==> src/logic/dov_params.svh <==
// Constants of the disk operator and variant decoder.
// What this block does
// - Wait clear and exchange busy: end with result bits 0,1,16 = 110.
// - Read, write, initialize, relocate: restore-inhibit variant suppresses auto restore.
// - Extended read returns all words; result bits 16,21,22,23 = 0001.
// - Spare select 000 is normal; 1-5 picks a head 0 spare.
// - Raw and verify clear: spare select 1 offsets in, 5 offsets out.
// - Verify runs as a read but sends the verify command.
// - Four-bit unit field picks one of sixteen spindles.
// - Diagnostic read passes 64 status bits from the controller onward.
// - Status bits 1-23: cylinder, head, segment weights, cylinder change.
// - Status bits 24-45: op, unit, spare, faults; rest reserved.
// - Write takes ascending words from start to end, zero-pads last.
// - Each written sector is 90 data words then two dummy words.
// - Initialize formats from index; default sync plus address, 45 times.
// - Initialize and relocate run as writes of one data word.
// - Initialize whole-pack variant formats pack, else one track.
// - Initialize pattern variant uses first 16 bits, 90 times per sector.
// - Relocate flags the sector and writes the spare, 45 repeats.
// - Relocate pattern variant uses first 16 bits, repeated 90 times.
// - Test codes 0000, 1000, 0100 return a result or fetch next.
// - Test 0001 takes drive off-line; 0010 pauses, suppresses bit 16.
// - Pause waits 1 to 2 ms, then service request without bit 16.
// - Operator: op in top three bits, unit in low four bits.
`ifndef DOV_PARAMS_SVH
`define DOV_PARAMS_SVH
`define OFS_OPER     5'h00
`define OFS_ADDR_A   5'h04
`define OFS_ADDR_B   5'h08
`define OFS_RESULT   5'h0c
`define OFS_STATE    5'h10
`define OFS_DIAG_LOC 5'h14
`define OFS_DIAG_ID  5'h18
`define OP_MSB   23
`define OP_LSB   21
`define V_WAIT   20
`define V_NORST  19
`define V_EXT    18
`define V_RAW    17
`define V_PV     16
`define V_DIAG   15
`define V_PAT    14
`define SPR_MSB  13
`define SPR_LSB  11
`define TC_MSB   10
`define TC_LSB   7
`define OPC_READ  3'h1
`define OPC_WRITE 3'h2
`define OPC_INIT  3'h3
`define OPC_RELOC 3'h4
`define OPC_TEST  3'h5
`define OPC_PAUSE 3'h6
`define TC_NOW   4'h0
`define TC_RDY   4'h8
`define TC_NRDY  4'h4
`define TC_OFFL  4'h1
`define TC_PAUSE 4'h2
`define SPR_IN   3'h1
`define SPR_OUT  3'h5
`define SEC_DATA 7'h5a
`define SEC_LAST 7'h5b
`define RD_LAST  7'h5c
`define SYNC_REP 7'h2d
`define PAT_REP  7'h5a
`define DIAG_WDS 7'h04
`define WORD_BITS 24'h10
`define CLK_NS   100
`define PAUSE_NS 1000000
`define PAUSE_CYC ((`PAUSE_NS + `CLK_NS - 1) / `CLK_NS)
`endif

==> src/logic/dov_pkg.sv <==
// Types shared by the disk operator and variant decoder.
package dov_pkg;
    typedef enum logic [2:0] {
        EC_READ    = 3'b000,
        EC_VERIFY  = 3'b001,
        EC_WRITE   = 3'b010,
        EC_INIT    = 3'b011,
        EC_RELOC   = 3'b100,
        EC_DIAG    = 3'b101,
        EC_OFFLINE = 3'b110
    } dov_ecop_t;
    typedef enum logic [3:0] {
        S_IDLE  = 4'b0000,
        S_XCHK  = 4'b0001,
        S_ISSUE = 4'b0010,
        S_FETCH = 4'b0011,
        S_MWAIT = 4'b0100,
        S_SEND  = 4'b0101,
        S_RUN   = 4'b0110,
        S_TEST  = 4'b0111,
        S_PAUSE = 4'b1000,
        S_END   = 4'b1001
    } dov_state_t;
    typedef struct packed {
        dov_ecop_t  op;
        logic [3:0] unit;
        logic [2:0] spare;
        logic       offs_in;
        logic       offs_out;
        logic       no_restore;
        logic       whole_pack;
        logic       use_pattern;
        logic [6:0] rep;
    } dov_cmd_t;
endpackage

==> src/logic/dov_decoder.sv <==
// Operator and variant interpreter between I/O driver and disk controller.
`timescale 1ns/100ps
`include "dov_params.svh"
module dov_decoder #(
    parameter int P_PAUSE_CYC = `PAUSE_CYC
) (
    input  wire logic             i_clk,
    input  wire logic             i_rstn,
    input  wire logic [4:0]       i_addr,
    input  wire logic [31:0]      i_wdata,
    input  wire logic             i_wr,
    input  wire logic             i_rd,
    output logic      [31:0]      o_rdata,
    input  wire logic             i_xbusy,
    input  wire logic             i_drv_present,
    input  wire logic             i_drv_ready,
    input  wire logic             i_drv_seek,
    input  wire logic             i_drv_avail,
    output logic                  o_ec_start,
    output dov_pkg::dov_cmd_t     o_ec_cmd,
    output logic                  o_ec_wvalid,
    output logic      [15:0]      o_ec_wdata,
    input  wire logic             i_ec_wtake,
    input  wire logic             i_ec_rvalid,
    input  wire logic [15:0]      i_ec_rdata,
    input  wire logic             i_ec_done,
    input  wire logic [15:0]      i_ec_result,
    output logic                  o_mem_rd,
    output logic      [23:0]      o_mem_addr,
    input  wire logic             i_mem_ack,
    input  wire logic [15:0]      i_mem_data,
    output logic                  o_rd_valid,
    output logic      [15:0]      o_rd_data,
    output logic                  o_sr,
    output logic                  o_next,
    output logic      [23:0]      o_result
);
    import dov_pkg::*;

    localparam int PW = $clog2(P_PAUSE_CYC + 1);

    // ------------------------------------------------------------
    // Operator fields
    // ------------------------------------------------------------
    dov_state_t  st_q;
    logic [23:0] oper_q;
    logic [23:0] b_q;
    logic [6:0]  wcnt_q;
    logic [6:0]  rcnt_q;
    logic [63:0] diag_q;
    logic [PW-1:0] pcnt_q;

    // Op in the top three bits, unit in the low four.
    logic [2:0] opc;
    logic [3:0] unit;
    logic [2:0] spr;
    logic [3:0] tcode;
    assign opc   = oper_q[`OP_MSB:`OP_LSB];
    assign unit  = oper_q[3:0];
    assign spr   = oper_q[`SPR_MSB:`SPR_LSB];
    assign tcode = oper_q[`TC_MSB:`TC_LSB];

    // Decoded operator classes.
    logic is_rd;
    logic is_wr;
    logic one_wd;
    logic rw_op;
    logic ext;
    logic diag;
    logic go;
    logic active;
    assign is_rd  = (opc == `OPC_READ);
    assign one_wd = (opc == `OPC_INIT) || (opc == `OPC_RELOC);
    assign is_wr  = (opc == `OPC_WRITE) || one_wd;
    assign rw_op  = is_rd || is_wr;
    assign ext    = is_rd && oper_q[`V_EXT];
    assign diag   = is_rd && oper_q[`V_DIAG];
    assign go     = i_wr && (i_addr == `OFS_OPER) && (st_q == S_IDLE);
    assign active = (st_q == S_FETCH) || (st_q == S_MWAIT)
                 || (st_q == S_SEND) || (st_q == S_RUN);

    // A memory word is needed for write data slots still below the end; init and relocate need one only with the pattern variant.
    logic need_mem;
    logic [23:0] rem;
    assign rem = b_q - o_mem_addr;
    assign need_mem = (o_mem_addr < b_q)
                   && (one_wd ? oper_q[`V_PAT] : (wcnt_q < `SEC_DATA));

    // Test outcome for the drive status probes.
    logic drv_ok;
    assign drv_ok = i_drv_present && i_drv_ready && !i_drv_seek;

    // ------------------------------------------------------------
    // Result mapping
    // ------------------------------------------------------------
    // Maps a controller result word onto the 24-bit result.
    function automatic logic [23:0] map_res(input logic [15:0] c);
        logic [23:0] r;
        r = 24'h000000;
        r[0]  = 1'b1;
        r[2]  = c[3] | c[4] | c[9];
        r[3]  = c[0];
        r[4]  = c[15];
        r[6]  = c[1];
        r[9]  = c[6];
        r[10] = c[7];
        r[11] = c[8];
        r[15] = c[14];
        r[1]  = |{r[15:9], r[7:3]};
        r[16] = 1'b1;
        return r;
    endfunction

    // ------------------------------------------------------------
    // Sequencer
    // ------------------------------------------------------------
    // Main operation sequence.
    always_ff @(posedge i_clk or negedge i_rstn)
    begin
        if (!i_rstn)
        begin
            st_q <= S_IDLE;
        end
        else
        begin
            unique case (st_q)
                S_IDLE:
                begin
                    if (go)
                    begin
                        if (i_wdata[`OP_MSB:`OP_LSB] == `OPC_PAUSE)
                            st_q <= S_PAUSE;
                        else if (i_wdata[`OP_MSB:`OP_LSB] == `OPC_TEST)
                            st_q <= S_TEST;
                        else
                            st_q <= S_XCHK;
                    end
                end
                S_XCHK:
                begin
                    // Busy exchange: wait, or give up at once.
                    if (!i_xbusy)
                        st_q <= S_ISSUE;
                    else if (!oper_q[`V_WAIT])
                        st_q <= S_END;
                end
                S_ISSUE:
                    st_q <= is_wr ? S_FETCH : S_RUN;
                S_FETCH:
                begin
                    if (i_ec_done)
                        st_q <= S_END;
                    else
                        st_q <= need_mem ? S_MWAIT : S_SEND;
                end
                S_MWAIT:
                begin
                    if (i_ec_done)
                        st_q <= S_END;
                    else if (i_mem_ack)
                        st_q <= S_SEND;
                end
                S_SEND:
                begin
                    if (i_ec_done)
                        st_q <= S_END;
                    else if (i_ec_wtake)
                        st_q <= one_wd ? S_RUN : S_FETCH;
                end
                S_RUN:
                begin
                    if (i_ec_done)
                        st_q <= S_END;
                end
                S_TEST:
                begin
                    // Conditional results fall through to the next one.
                    unique case (tcode)
                        `TC_RDY:   st_q <= drv_ok ? S_END : S_IDLE;
                        `TC_NRDY:  st_q <= drv_ok ? S_IDLE : S_END;
                        `TC_OFFL:
                            st_q <= (i_drv_present && i_drv_avail)
                                  ? S_ISSUE : S_END;
                        `TC_PAUSE: st_q <= S_PAUSE;
                        default:   st_q <= S_END;
                    endcase
                end
                S_PAUSE:
                begin
                    if (pcnt_q == PW'(P_PAUSE_CYC - 1))
                        st_q <= S_END;
                end
                S_END:
                    st_q <= S_IDLE;
                default:
                    st_q <= S_IDLE;
            endcase
        end
    end

    // Operator and end address registers; operator writes start work.
    always_ff @(posedge i_clk or negedge i_rstn)
    begin
        if (!i_rstn)
        begin
            oper_q <= 24'h000000;
            b_q    <= 24'h000000;
        end
        else
        begin
            if (go)
                oper_q <= i_wdata[23:0];
            if (i_wr && (i_addr == `OFS_ADDR_B) && (st_q == S_IDLE))
                b_q <= i_wdata[23:0];
        end
    end

    // Memory address walks upward one word at a time.
    always_ff @(posedge i_clk or negedge i_rstn)
    begin
        if (!i_rstn)
        begin
            o_mem_addr <= 24'h000000;
            o_mem_rd   <= 1'b0;
        end
        else
        begin
            o_mem_rd <= (st_q == S_FETCH) && need_mem && !i_ec_done;
            if (i_wr && (i_addr == `OFS_ADDR_A) && (st_q == S_IDLE))
                o_mem_addr <= i_wdata[23:0];
            else if ((st_q == S_MWAIT) && i_mem_ack)
                o_mem_addr <= o_mem_addr + `WORD_BITS;
        end
    end

    // Outgoing data word: memory data, zero fill, or dummy.
    always_ff @(posedge i_clk or negedge i_rstn)
    begin
        if (!i_rstn)
        begin
            o_ec_wdata  <= 16'h0000;
            o_ec_wvalid <= 1'b0;
            wcnt_q      <= 7'h00;
        end
        else
        begin
            if (go)
                wcnt_q <= 7'h00;
            if ((st_q == S_FETCH) && !need_mem)
                o_ec_wdata <= 16'h0000;
            else if ((st_q == S_MWAIT) && i_mem_ack)
            begin
                // Bits past the end address go out as zero.
                if (rem < `WORD_BITS)
                    o_ec_wdata <= i_mem_data
                                & ~(16'hffff >> rem[3:0]);
                else
                    o_ec_wdata <= i_mem_data;
            end
            if (((st_q == S_FETCH) && !need_mem && !i_ec_done)
                || ((st_q == S_MWAIT) && i_mem_ack && !i_ec_done))
                o_ec_wvalid <= 1'b1;
            else if ((st_q == S_SEND) && (i_ec_wtake || i_ec_done))
                o_ec_wvalid <= 1'b0;
            if ((st_q == S_SEND) && i_ec_wtake)
                wcnt_q <= (wcnt_q == `SEC_LAST)
                        ? 7'h00 : wcnt_q + 7'h01;
        end
    end

    // ------------------------------------------------------------
    // Controller command
    // ------------------------------------------------------------
    // Builds the controller command from the variants.
    always_ff @(posedge i_clk or negedge i_rstn)
    begin
        if (!i_rstn)
        begin
            o_ec_start <= 1'b0;
            o_ec_cmd   <= '0;
        end
        else
        begin
            o_ec_start <= (st_q == S_ISSUE);
            if (st_q == S_ISSUE)
            begin
                o_ec_cmd.unit <= unit;
                o_ec_cmd.no_restore <= rw_op
                                     && oper_q[`V_NORST];
                o_ec_cmd.whole_pack <= (opc == `OPC_INIT)
                                     && oper_q[`V_PV];
                o_ec_cmd.use_pattern <= one_wd
                                      && oper_q[`V_PAT];
                o_ec_cmd.rep <= !one_wd ? 7'h00
                              : oper_q[`V_PAT] ? `PAT_REP
                              : `SYNC_REP;
                // Spare select only with raw, verify or relocate.
                o_ec_cmd.spare <= ((is_rd && (oper_q[`V_RAW]
                                  || oper_q[`V_PV]))
                                  || (opc == `OPC_RELOC))
                                ? spr : 3'h0;
                o_ec_cmd.offs_in <= is_rd && !oper_q[`V_RAW]
                                 && !oper_q[`V_PV]
                                 && (spr == `SPR_IN);
                o_ec_cmd.offs_out <= is_rd && !oper_q[`V_RAW]
                                  && !oper_q[`V_PV]
                                  && (spr == `SPR_OUT);
                if (opc == `OPC_TEST)
                    o_ec_cmd.op <= EC_OFFLINE;
                else if (opc == `OPC_WRITE)
                    o_ec_cmd.op <= EC_WRITE;
                else if (opc == `OPC_INIT)
                    o_ec_cmd.op <= EC_INIT;
                else if (opc == `OPC_RELOC)
                    o_ec_cmd.op <= EC_RELOC;
                else if (diag)
                    o_ec_cmd.op <= EC_DIAG;
                else if (oper_q[`V_PV])
                    o_ec_cmd.op <= EC_VERIFY;
                else
                    o_ec_cmd.op <= EC_READ;
            end
        end
    end

    // ------------------------------------------------------------
    // Read path
    // ------------------------------------------------------------
    // Forwards read words; plain reads drop check and result words.
    always_ff @(posedge i_clk or negedge i_rstn)
    begin
        if (!i_rstn)
        begin
            rcnt_q     <= 7'h00;
            o_rd_valid <= 1'b0;
            o_rd_data  <= 16'h0000;
            diag_q     <= 64'h0;
        end
        else
        begin
            o_rd_valid <= 1'b0;
            if (go)
                rcnt_q <= 7'h00;
            else if (active && is_rd && i_ec_rvalid)
            begin
                rcnt_q <= (!diag && (rcnt_q == `RD_LAST))
                        ? 7'h00 : rcnt_q + 7'h01;
                o_rd_data  <= i_ec_rdata;
                o_rd_valid <= ext || (diag && rcnt_q < `DIAG_WDS)
                           || (!diag && rcnt_q < `SEC_DATA);
                if (diag && (rcnt_q < `DIAG_WDS))
                    diag_q <= {diag_q[47:0], i_ec_rdata};
            end
        end
    end

    // Pause timer, at least 1 ms.
    always_ff @(posedge i_clk or negedge i_rstn)
    begin
        if (!i_rstn)
            pcnt_q <= '0;
        else if (st_q == S_PAUSE)
            pcnt_q <= pcnt_q + PW'(1);
        else
            pcnt_q <= '0;
    end

    // ------------------------------------------------------------
    // Result and service request
    // ------------------------------------------------------------
    // Assembles the 24-bit result for each way of ending.
    always_ff @(posedge i_clk or negedge i_rstn)
    begin
        if (!i_rstn)
        begin
            o_result <= 24'h000000;
            o_sr     <= 1'b0;
            o_next   <= 1'b0;
        end
        else
        begin
            o_sr   <= (st_q == S_END);
            o_next <= (st_q == S_TEST) && (((tcode == `TC_RDY)
                      && !drv_ok) || ((tcode == `TC_NRDY)
                      && drv_ok));
            if (go)
                o_result <= 24'h000000;
            else if ((st_q == S_XCHK) && i_xbusy
                     && !oper_q[`V_WAIT])
                o_result <= 24'h000003;
            else if (active && i_ec_done)
            begin
                o_result <= map_res(i_ec_result);
                if (ext)
                begin
                    o_result[16] <= 1'b0;
                    o_result[21] <= 1'b0;
                    o_result[22] <= 1'b0;
                    o_result[23] <= 1'b1;
                end
            end
            else if (st_q == S_TEST)
            begin
                o_result[0]  <= 1'b1;
                o_result[2]  <= !i_drv_ready;
                o_result[12] <= i_drv_seek;
                o_result[16] <= (tcode != `TC_PAUSE);
            end
            else if ((st_q == S_PAUSE) && (opc == `OPC_PAUSE))
                o_result <= 24'h000001;
        end
    end

    // Register reads answer one cycle after the strobe, else zero.
    always_ff @(posedge i_clk or negedge i_rstn)
    begin
        if (!i_rstn)
            o_rdata <= 32'h00000000;
        else if (i_rd)
        begin
            unique case (i_addr)
                `OFS_OPER:   o_rdata <= {8'h00, oper_q};
                `OFS_ADDR_A: o_rdata <= {8'h00, o_mem_addr};
                `OFS_ADDR_B: o_rdata <= {8'h00, b_q};
                `OFS_RESULT: o_rdata <= {8'h00, o_result};
                `OFS_STATE:
                    o_rdata <= {27'h0, st_q, st_q != S_IDLE};
                // Cylinder, head, segment, cylinder change.
                `OFS_DIAG_LOC:
                    o_rdata <= {10'h0, diag_q[63:54], diag_q[53:49],
                                diag_q[47:42], diag_q[41]};
                // Op, unit, spare select, fault bits.
                `OFS_DIAG_ID:
                    o_rdata <= {10'h0, diag_q[40:38], diag_q[37:35],
                                diag_q[34:32], diag_q[31:19]};
                default:     o_rdata <= 32'h00000000;
            endcase
        end
        else
            o_rdata <= 32'h00000000;
    end
endmodule

==> config.mk <==
export PLATFORM = sky130hd
export DESIGN_NAME = dov_decoder
export DESIGN_NICKNAME = d
export VERILOG_FILES = /design/src/logic/dov_pkg.sv /design/src/logic/dov_decoder.sv
export VERILOG_INCLUDE_DIRS = /design/src /design/src/logic
export SDC_FILE = /design/constraint.sdc
export NUM_CORES = 1
export LEC_CHECK = 0
export BUFFER_PORTS_ARGS = -buffer_cell sky130_fd_sc_hd__buf_2
export CAP_MARGIN = 40
export CELL_PAD_IN_SITES_DETAIL_PLACEMENT = 1
export CELL_PAD_IN_SITES_GLOBAL_PLACEMENT = 1
export CORE_UTILIZATION = 47
export DETAILED_ROUTE_END_ITERATION = 16
export GPL_TIMING_DRIVEN = 0
export PLACE_DENSITY = 0.86
export SYNTH_ARGS = -nofsm -noshare
export SYNTH_HDL_FRONTEND = slang
export SYNTH_SLANG_ARGS = --single-unit
==> constraint.sdc <==
create_clock -name i_clk -period 5.5 [get_ports i_clk]
set_input_delay 1.1 -clock i_clk [delete_from_list [all_inputs] [get_ports i_clk]]
set_output_delay 1.1 -clock i_clk [all_outputs]
set_load 0.01 [all_outputs]
# Word level (Yosys, flattened, before mapping)
# Cells that the tools add are included.
# Widths: inputs -> output; s select.
# classes
n_addsub	5
order_cmp	5
n_eq_ne	40
n_shift	1
mux	62
bitwise	5
n_reduce_logical	77
# ops
op	count
$pmux 24 s7	1
$mux 24	6
$mux 7	9
$mux 4	14
$mux 16	3
$logic_and 1x1->1	40
$pmux 4 s9	1
$mux 3	11
$mux 32	1
$add 24x5->24 const B	1
$lt 24x24->1	1
$lt 24x5->1 const B	1
$sub 24x24->24	1
$eq 4x3->1 const B	5
$eq 3x3->1 const B	6
$and 16x16->16	1
$not 16->16	1
$pmux 4 s4	1
$shr 16x4->16 const A	1
$eq 5x5->1 const B	3
$add 14x1->14 const B	1
$add 7x1->7 const B	2
$eq 14x14->1 const B	1
$eq 7x7->1 const B	2
28 further kinds	81
# word_totals
reg_bits	284
input_bits	98
output_inout_bits	140

# Depth between registers and ports, before layout
# Gate-level depths: netlist (run 1).
# logic_depth
depth_word	9
mapped_depth	13
mapped_depth_nobuf	12

# Worst setup path before layout (run 1)
# OpenSTA, ideal clock, no wires.
# synth_path
kind	register -> register
start	register o_mem_addr[0]
end	register o_ec_wdata[5]
setup_ps	122
t_arrival_ps	3246
required_ps	5378
setup_slack_ps	2132
path_stages_with_launch	12
synth_period_minus_slack_ps	3368
path_cell_list	dfrtp_1 > ha_1 > fa_1 > nor2b_1 > o21a_4 > nor4_4 > o2111a_1 > or3_1 > nor4_2 > nand4_1 > or4_1 > a32o_1
# synth_via
elab_chain_cells	7
elab_cells_between_ends	13
# synth_rtl
element	line_no	text
from (decl)	dov_decoder.sv:29	output logic [23:0] o_mem_addr,
from (signal assigned)	dov_decoder.sv:230	o_mem_addr <= i_wdata[23:0];
from (signal assigned)	dov_decoder.sv:232	o_mem_addr <= o_mem_addr + `WORD_BITS;
branches (longest 7 deep; another with $sub 24x24->24)	--	
to (signal assigned)	dov_decoder.sv:255	o_ec_wdata <= i_mem_data
to (signal assigned)	dov_decoder.sv:258	o_ec_wdata <= i_mem_data;
to (decl)	dov_decoder.sv:22	output logic [15:0] o_ec_wdata,
# Parallel ways; which one is timed is not known. The select of a mux whose other input is x is not followed.
# A chain may end at the register's enable or synchronous reset.

# Worst setup path after layout (run 1)
# layout_path
start	register o_mem_addr[1]
end	register o_ec_wdata[5]
# The elaborated chain is that of the path after synthesis.

==> metrics, run 1 <==
final RePlAce weighted congestion 0.942; # diodes 0; Detail Route Antenna Nets 0; Post-Route Setup TNS 0 ps; post-synthesis sequential area ratio 47.5%; GRT Overall Usage 33.4%; run status finished, final reports clean; Crit Path Class flop to flop; initial antenna violation count 2; Placed Area 15300 µm²; clk buf depth 3; critical path startpoint category flop; Avg Cell Area, Syn 9.95 µm²; # rows 62; max-cap check violation count 0; Fin. Hold Viols 0; chip height 172 µm; RSZ-0062 raised after global routing no; element type at the critical path end flop; Mapped Area 13600 µm²; ys flop type dfrtp_1; final setup fails 0; Initial Util 47.7%; final slew viol count 0; Net Sw Frac 41.3%; top-level port count 238; die area 29700 µm²; HPWL Detailed 36500 µm; PD cells 499 nW/µm²; setup bufs post-CTS 0; Finished Layout Cells 2031; Post-Syn Instances 1371; minimum clock period 4120 ps; total gr overflow 0; CP arrival 4560 ps; Clock power frac 25.4%; CORE AREA 28600 µm²; fill count 3261; Post-synth EDFFs 0; hold crit path type input pin to asynchronous set/reset pin; share of cells above drive strength 1 25.7%; Cell Int Power 4.78 mW; dpl ws 1410 ps; vias per std cell 6.20; hold-fix buffers at CTS 0; drt pass-1 iters 6; share of power burned in registers 34.1%; worst setup margin 1380 ps; maximum fanout count along the critical path 6; clock-pin slew on the worst setup and hold paths 70 ps; Layout Skew 33.8 ps; Vias 12.6k; global-route wire length before repair 74800 µm; Synthesis Warnings 0; post-synth top area cell dfrtp_1; Starting DRT DRC Count 982; Leakage 7.85 nW; cts bufs inserted 28; largest net degree at the start of global routing 122; Clock Root Buffer clkbuf_16; TritonCTS clock tree built; WL final 49100 µm; Yosys cell types 75; placed instance count 1980; die width 172 µm; worst path required time 5930 ps; worst slew pin tran 892 ps; CTS Sinks 259; wire length per cell 24.2 µm; H-tree Lvls 1; asr flop ratio synth 100%; area share of the leading cell type in the synthesized netlist 47.5%; Worst VDD drop 0.271 mV; maximum clock frequency 243 MHz; Area growth, synth to finish 19.5%; register bit count reported by yosys 259; CTS resizes 0; vias in the first global route 12.9k; final instance area 16300 µm²; combinational share of power 40.5%; sw power 3.36 mW; Final nets 1754; Final Cycle Share 75.0%; Port Buf Inserts 202; drt drc 0; synth top area cells dfrtp_1, mux2_2, nand2_1, o21ai_0, nor2_1; Worst slew margin 40.0%; clk_lat worst skew 580 ps
## worst max-delay path, stage by stage (launching register included)
cell	delay, ps
dfrtp_1	510
inv_1	140
ha_1	330
nor2b_1	150
o31a_1	320
o311ai_2	500
a21oi_1	280
xor2_1	220
nor4_2	380
nand4_1	290
or4_1	600
a32o_1	280
## sequential cells by signal, summed over array words and instances (netlist names), 7 cells and up
name / count
diag_q: 63
oper_q: 24
o_result: 13
pcnt_q: 14
o_ec_cmd: 17
wcnt_q: 7
b_q: 24
rcnt_q: 7
o_rd_data: 16
o_rdata: 24
o_mem_addr: 24
o_ec_wdata: 16
## cell usage after synthesis (8+ instances only)
cell and n:
o21ai_0 99, and3_1 19, inv_1 46, a21oi_1 44
nand2b_1 9, clkbuf_1 62, a221oi_1 25, nor2b_1 15
nor4_1 18, xor2_1 13, xnor2_1 20, nand4_1 14
buf_4 24, nand3_1 44, nor2_1 117, a22o_1 22
mux2_2 132, o211ai_1 8, mux2i_1 13, nand2_1 149
a31oi_1 9, ha_1 29, nor3_1 24, dfrtp_1 259
a22oi_1 19
## placed cells by master (no fill, tap or decap), types with 7 or more instances in the layout
master     netlist  layout
conb_1           1      19
mux2_2         132     132
clkbuf_16        0      28
buf_4           24      24
dfrtp_1        259     259
nor4_1          18      18
buf_1            7       7
a221oi_1        25      25
clkbuf_1        62      66
a21o_1           7       7
buf_2            2     205
nand4_1         14      14
inv_1           46      46
a31oi_1          9       9
nand2b_1         9       9
o21ai_0         99      99
and3_1          19      19
ha_1            29      29
nand3_1         44      44
nor2_1         117     117
a22oi_1         19      19
o21a_1           7       7
a22o_1          22      22
o211ai_1         8       8
and2_1           7       7
mux2i_1         13      13
xnor2_1         20      20
xor2_1          13      13
o311ai_0         7       7
nand2_1        149     149
a21oi_1         44      44
nor2b_1         15      15
nor3_1          24      24
## logic make-up (layout without fill, tap and decap cells)
group / count (synthesis) / count (layout) / synth area share [%]
multiplexers: 146 / 146 / 12.0
XOR/XNOR: 33 / 33 / 2.12
adder cells (fa/ha/maj): 30 / 30 / 2.81
flip-flops: 259 / 259 / 47.5
buffers and inverters: 142 / 400 / 4.59
other: 1 / 19 / 0.0275
AO/OA/AOI/OAI: 316 / 316 / 15.7
AND/OR/NAND/NOR: 444 / 444 / 15.2
## metrics by stage
stage / total power, mW / hold slack, ps / utilization, %
3_3_place_gp: 5.84 / 445 / 53.1
3_5_place_dp: 6.00 / 459 / 53.4
6_report: 8.14 / 406 / 57.0
4_1_cts: 8.09 / 415 / 57.0
2_1_floorplan: 4.77 / 425 / -
5_1_grt: 8.57 / 431 / 57.0
## layout make-up
class	instances	area, µm²	area share (%)
Inverter	47	176	1.08
Sequential cell	259	6480	39.8
Clock inverter	14	229	1.40
Tap cell	384	480	2.95
Clock buffer	37	785	4.81
Multi-Input combinational cell	988	6610	40.5
Timing Repair Buffer	207	1100	6.73
Buffer	95	449	2.76
## power by group through the flow
stage	registers, mW	logic, mW	clock network [mW]
floorplan	2.71	2.06	0
global placement	2.75	3.09	0
detailed placement	2.78	3.21	0
CTS	2.76	3.25	2.08
global route	2.81	3.62	2.13
finish	2.78	3.30	2.06
## per-layer routing
layer / track usage, % / share of wire (%)
met2: 52.2 / 46
met1: 44.4 / 41
met3: 7.03 / 8.6
met5: 0 / 0.047
met4: 15.3 / 4.9
## worst paths after layout
check	from	endpoint	slack, ps	cells past startpoint
worst max-delay path	o_mem_addr[1]	o_ec_wdata[5]	1380	11
worst min-delay path	i_rstn	pcnt_q[9]	410	1
worst max register to register	o_mem_addr[1]	o_ec_wdata[5]	1380	11
worst min register to register	pcnt_q[0]	pcnt_q[0]	470	1
max in group asynchronous	i_rstn	b_q[17]	4120	2
min in group i_clk	pcnt_q[0]	pcnt_q[0]	470	1
Note: power is estimated with default switching activity, not from simulation.
==> run 2, diff against run 1 <==
--- a/config.mk
+++ b/config.mk
@@ -10,10 +10,10 @@
 export CAP_MARGIN = 40
 export CELL_PAD_IN_SITES_DETAIL_PLACEMENT = 1
 export CELL_PAD_IN_SITES_GLOBAL_PLACEMENT = 1
-export CORE_UTILIZATION = 47
+export CORE_UTILIZATION = 44
 export DETAILED_ROUTE_END_ITERATION = 16
 export GPL_TIMING_DRIVEN = 0
-export PLACE_DENSITY = 0.86
+export PLACE_DENSITY = 0.81
 export SYNTH_ARGS = -nofsm -noshare
 export SYNTH_HDL_FRONTEND = slang
 export SYNTH_SLANG_ARGS = --single-unit
==> constraint.sdc (replaced) <==
create_clock -name i_clk -period 3.95 [get_ports i_clk]
set_input_delay 0.79 -clock i_clk [delete_from_list [all_inputs] [get_ports i_clk]]
set_output_delay 0.79 -clock i_clk [all_outputs]
set_load 0.01 [all_outputs]
==> run 2 against run 1 <==
Total power is 40% higher. Combinational power is 41% higher. Highest routed layer is now met4. Global-route usage is 2.6 points lower. Largest cell class unchanged. Routed wire length is 0.96% lower. Critical endpoint is now o_ec_wdata[6]. Flip-flop and latch count stayed put. Via count is 2.0% lower. Die area is 6.7% higher. Critical path depth is 1 higher. Non-clock buffer count is 1 lower. Sequential power is 39% higher.
==> metrics, run 2 (synthesis gave the netlist of run 1 again) <==
Reg2Reg Launch Point o_mem_addr[0]; Net Sw Frac 41.5% (+0.28 points); Clock power frac 25.3% (about the same); cts bufs inserted 28 (unchanged); run status finished, final reports clean; share of cells above drive strength 1 26.5% (+0.79 points); hold crit path type input pin to asynchronous set/reset pin; Starting DRT DRC Count 889 (-9.5%); die width 178 µm (+3.3%); global-route wire length before repair 73900 µm (-1.1%); Layout Skew 28.3 ps (-5.55 ps); maximum fanout count along the critical path 7 (+1); Worst slew margin 39.3% (-0.74 points); worst r2r path cells 12 (+1); sw power 4.74 mW (+41%); Final nets 1753 (-0.057%); final slew viol count 0 (unchanged); GRT Overall Usage 30.8% (-2.6 points); vias in the first global route 12.4k (-3.2%); worst path required time 4390 ps (-1540 ps); Top reg by flops diag_q; Initial Util 44.7% (-2.9 points); Max stage delay on crit path 530 ps (-70 ps); # rows 64 (+3.2%); Final Cycle Share 98.1% (+23 points); WL final 48600 µm (-0.96%); M3 GR Usage 6.29% (-0.74 points); drt drc 0 (unchanged); Clock Root Buffer clkbuf_16; Fin. Hold Viols 0 (unchanged); H-tree Lvls 1 (unchanged); most frequent cells in the layout dfrtp_1, buf_2, nand2_1; minimum clock period 3880 ps (-248 ps); HPWL Detailed 36300 µm (-0.35%); clock-pin slew on the worst setup and hold paths 60 ps (about the same); CTS Sinks 259 (unchanged); TritonCTS clock tree built; Final Util 53.7% (-3.3 points); clk_lat worst skew 570 ps (about the same); drt pass-1 iters 5 (-1); max-cap check violation count 0 (unchanged); CORE AREA 30500 µm² (+6.6%); total gr overflow 0 (unchanged); largest net degree at the start of global routing 124 (+1.6%); worst slew pin tran 906 ps (+14.4 ps); initial antenna violation count 4 (+2); combinational share of power 40.8% (+0.3 points); element type at the critical path end flop; clk buf depth 3 (unchanged); die area 31700 µm² (+6.7%); Crit Path Class flop to flop; wire length per cell 23.7 µm (-1.7%); Crit-path slowest cell or4_1; total design power 11.4 mW (+40%); busiest grt layer met2; GR met2 Demand/Resource 49.6% (-2.6 points); Vias 12.3k (-2.0%); PD cells 696 nW/µm² (+39%); Worst R2R End o_ec_wdata[6]; worst setup margin 74.7 ps (-1300 ps); Area growth, synth to finish 20.1%; fill count 3469 (+6.4%); max FFs per register 63 (unchanged); final setup fails 0 (unchanged); Cell Int Power 6.66 mW (+39%); share of power burned in registers 34.0% (about the same); critical-path cell list ha_1 > fa_1 > nor2b_2 > o21a_4 > nor4_4 > o2111a_1 > or3_1 > nor4_2 > nand4_1 > buf_4 > or4_1 > a32o_1; Worst VDD drop 0.381 mV (+41%); final RePlAce weighted congestion 0.889 (-5.6%); Detail Route Antenna Nets 0 (unchanged); top-level port count 238 (unchanged); r2r setup slk 70 ps (-1300 ps); dpl ws -17.9 ps (-1430 ps); worst hold margin 144 ps (-262 ps); maximum clock frequency 258 MHz (+6.4%); vias per std cell 6.02 (-2.8%); most common cell after layout, fill and taps aside dfrtp_1; chip height 178 µm (+3.3%); critical path startpoint category flop; met1 Track Usage GR 40.3% (-4.1 points); Leakage 7.87 nW (+0.21%); CP arrival 4320 ps (-240 ps); Port Buf Inserts 202 (unchanged)
-- run 2: cell type report --
cell class | count | area (µm²) | share of cell area [%]
timing repair buffer | 207 | 1100 | 6.69
buffer | 94 | 448 | 2.73
tap | 396 | 495 | 3.02
clock buffer | 36 | 781 | 4.77
clock inverter | 16 | 240 | 1.47
inverter | 47 | 176 | 1.08
antenna | 4 | 10.0 | 0.0611
sequential | 259 | 6480 | 39.6
multi-input combinational | 988 | 6660 | 40.6
-- run 2: how the worst max path moves through the flow --
| stage | start | to | cells past startpoint |
|---|---|---|---|
| detailed placement | o_mem_addr[1] | o_ec_wdata[6] | 11 |
| floorplan | o_mem_addr[0] | o_ec_wdata[5] | 11 |
| global route | o_mem_addr[0] | o_ec_wdata[6] | 12 |
| finish | o_mem_addr[0] | o_ec_wdata[6] | 12 |
| CTS | o_mem_addr[0] | o_ec_wdata[6] | 11 |
| global placement | i_rstn | o_rd_data[6] | 1 |
-- run 2: power groups by stage --
stage	Combinational, mW	Sequential, mW	Clock (mW)
after CTS	4.57	3.84	2.90
after global routing	5.12	3.92	3.01
after global placement	4.35	3.84	0
final	4.65	3.87	2.88
after floorplan	2.87	3.77	0
after detailed placement	4.49	3.87	0
-- run 2: timing repair --
action | 4_1_cts | 5_1_grt
pin swaps | 0 | 3
endpoints found under the setup margin | 5 | 16
hold buffers | 0 | 0
gates resized for setup | 2 | 12
buffers inserted | 0 | 2
-- run 2: stage by stage --
| step | TNS, ps | cell area [µm²] | instances |
|---|---|---|---|
| after floorplan | 0 | 13700 | 1389 |
| after global placement | -678550 | 15200 | 1987 |
| after detailed placement | -43.8 | 15300 | 1989 |
| after CTS | 0 | 16300 | 2041 |
| after global routing | -85.4 | 16400 | 2045 |
| final | 0 | 16400 | 2047 |
-- run 2: worst max-delay path, delay by kind of cell (launching register included) --
kind	cells	cell delay, ps
DFF	1	470
adders and majority gates	2	810
and+or+nand+nor	6	1560
AOI/OAI and AO/OA	3	730
buffers and inverters	1	190
-- run 2: metal layers --
layer  part of all wire [%]  up-vias  wire [µm]
met4                    4.2        0       2030
met5                      0        -          0
met1                     41     6219      19900
met2                     47      539      22700
li1                       -     5446          -
met3                    8.1      129       3950
==> run 3, diff against run 2 <==
--- a/config.mk
+++ b/config.mk
@@ -14,6 +14,7 @@
 export DETAILED_ROUTE_END_ITERATION = 16
 export GPL_TIMING_DRIVEN = 0
 export PLACE_DENSITY = 0.81
+export REMOVE_ABC_BUFFERS = 1
 export SYNTH_ARGS = -nofsm -noshare
 export SYNTH_HDL_FRONTEND = slang
 export SYNTH_SLANG_ARGS = --single-unit
==> run 3 against run 2 <==
Critical path depth is 1 higher. Die area did not move. Clock power hardly changed. Critical path type unchanged. Highest routed layer is now met5. Worst hold slack worse by 40 ps.
==> metrics, run 3 (synthesis gave the netlist of run 1 again) <==
RSZ-0062 raised after global routing no; total design power 11.4 mW (-0.22%); CORE AREA 30500 µm² (unchanged); Fin. Hold Viols 0 (unchanged); max FFs per register 63 (unchanged); CTS Sinks 259 (unchanged); Port Buf Inserts 204 (+0.99%); drt pass-1 iters 5 (unchanged); top-level port count 238 (unchanged); WL final 47300 µm (-2.8%); Worst slew margin 38.5% (-0.73 points); max-cap check violation count 0 (unchanged); Leakage 7.79 nW (-0.93%); Crit Path Class flop to flop; CP arrival 4230 ps (-90 ps); hold crit path type input pin to asynchronous set/reset pin; minimum clock period 3800 ps (-79.3 ps); placed instance count 1915 (-3.7%); Finished Layout Cells 1975 (-3.5%); H-tree Lvls 1 (unchanged); dpl ws -482 ps (-464 ps); largest net degree at the start of global routing 117 (-5.6%); maximum clock frequency 263 MHz (+2.1%); critical path startpoint category flop; clk_lat worst skew 550 ps (-20 ps); Crit-path slowest cell or4_1; element type at the critical path end flop; GRT Overall Usage 29.9% (-0.91 points); maximum fanout count along the critical path 5 (-2); wire length per cell 23.9 µm (+0.76%); TritonCTS clock tree built; global-route wire length before repair 72400 µm (-2.1%); Starting DRT DRC Count 878 (-1.2%); most common cell after layout, fill and taps aside dfrtp_1; share of cells above drive strength 1 27.6% (+1.1 points); initial antenna violation count 6 (+2); die area 31700 µm² (unchanged); PD cells 702 nW/µm² (+0.86%); die width 178 µm (unchanged); clock-pin slew on the worst setup and hold paths 60 ps (about the same); Top reg by flops diag_q; vias per std cell 6.09 (+1.1%); final RePlAce weighted congestion 0.910 (+2.3%); most frequent cells in the layout dfrtp_1, buf_2, nand2_1; Final Cycle Share 96.1% (-2.0 points); final setup fails 0 (unchanged); worst path required time 4390 ps (about the same); Final nets 1682 (-4.1%); worst setup margin 154 ps (+79.3 ps); total gr overflow 0 (unchanged); HPWL Detailed 34500 µm (-5.1%); Detail Route Antenna Nets 0 (unchanged); # rows 64 (unchanged); run status finished, final reports clean; final slew viol count 0 (unchanged); chip height 178 µm (unchanged); Critical Path Source o_mem_addr[1]; Area growth, synth to finish 18.8%; critical-path cell list inv_1 > ha_1 > nor2b_1 > o31a_1 > o311ai_4 > buf_4 > a21o_1 > o311ai_1 > nor4_2 > nand4_1 > buf_4 > or4_1 > a32o_1; clk buf depth 3 (unchanged); cts bufs inserted 29 (+3.6%); Worst VDD drop 0.395 mV (+3.5%); worst hold margin 104 ps (-40.1 ps); most used cell, CP buf_4; Layout Skew 9.78 ps (-18.5 ps); Max stage delay on crit path 510 ps (-20 ps); Vias 12.0k (-2.4%); Post-Route Setup TNS 0 ps (unchanged); Clock Root Buffer clkbuf_16; worst slew pin tran 919 ps (+13.4 ps); vias in the first global route 12.4k (-0.38%); Reg2Reg Launch Point o_mem_addr[1]; Initial Util 44.7% (unchanged); drt drc 0 (unchanged)
-- run 3: worst max-delay path, delay by kind of cell, from the launching register on --
kind,cells,cell delay (ps)
AO/OA/AOI/OAI,5,1310
flip-flops,1,440
AND/OR/NAND/NOR,4,1110
adder cells (fa/ha/maj),1,340
buffers and inverters,3,470
-- run 3: final cells by class --
type / count / area [µm²]
sequential: 259 / 6480
clock buffer: 38 / 830
timing repair buffer: 229 / 1370
antenna: 2 / 5.00
clock inverter: 16 / 199
inverter: 47 / 176
fill: 3419 / 14300
tap: 396 / 495
multi-input combinational: 988 / 6650
-- run 3: report_power, final --
group	switching (mW)	internal, mW
clock	1.16	1.74
combinational	2.82	1.72
sequential	0.733	3.19
-- run 3: routing by layer --
metal  track usage, %  wire, µm  vias up
li1                 -         -     5301
met1             39.5     19800     6145
met2             49.3     22500      475
met3             4.99      3160      102
met4             10.4      1720        8
met5                0        44        -
-- run 3: worst paths after layout --
kind	to	slack, ps	depth (start not counted)
max	o_ec_wdata[5]	150	13
min in group i_clk	pcnt_q[0]	460	1
min	o_ec_start	100	1
max reg2reg	o_ec_wdata[5]	150	13
max in group asynchronous	o_mem_addr[6]	2920	2
min reg2reg	pcnt_q[0]	460	1
-- run 3: timing repair --
item                                    CTS  global route
endpoints found under the setup margin   16            19
pin swaps                                 1             2
gates resized for setup                   1            10
endpoints found under the hold margin     0             0
buffers inserted                          3             1
hold buffers                              0             0
-- run 3: per-stage QoR --
stage / utilization [%] / area (µm²)
after detailed placement: 49.5 / 15100
after global routing: 53.1 / 16200
final: 53.1 / 16200
after CTS: 53.0 / 16200
after global placement: 48.4 / 14800
after floorplan: - / 13300
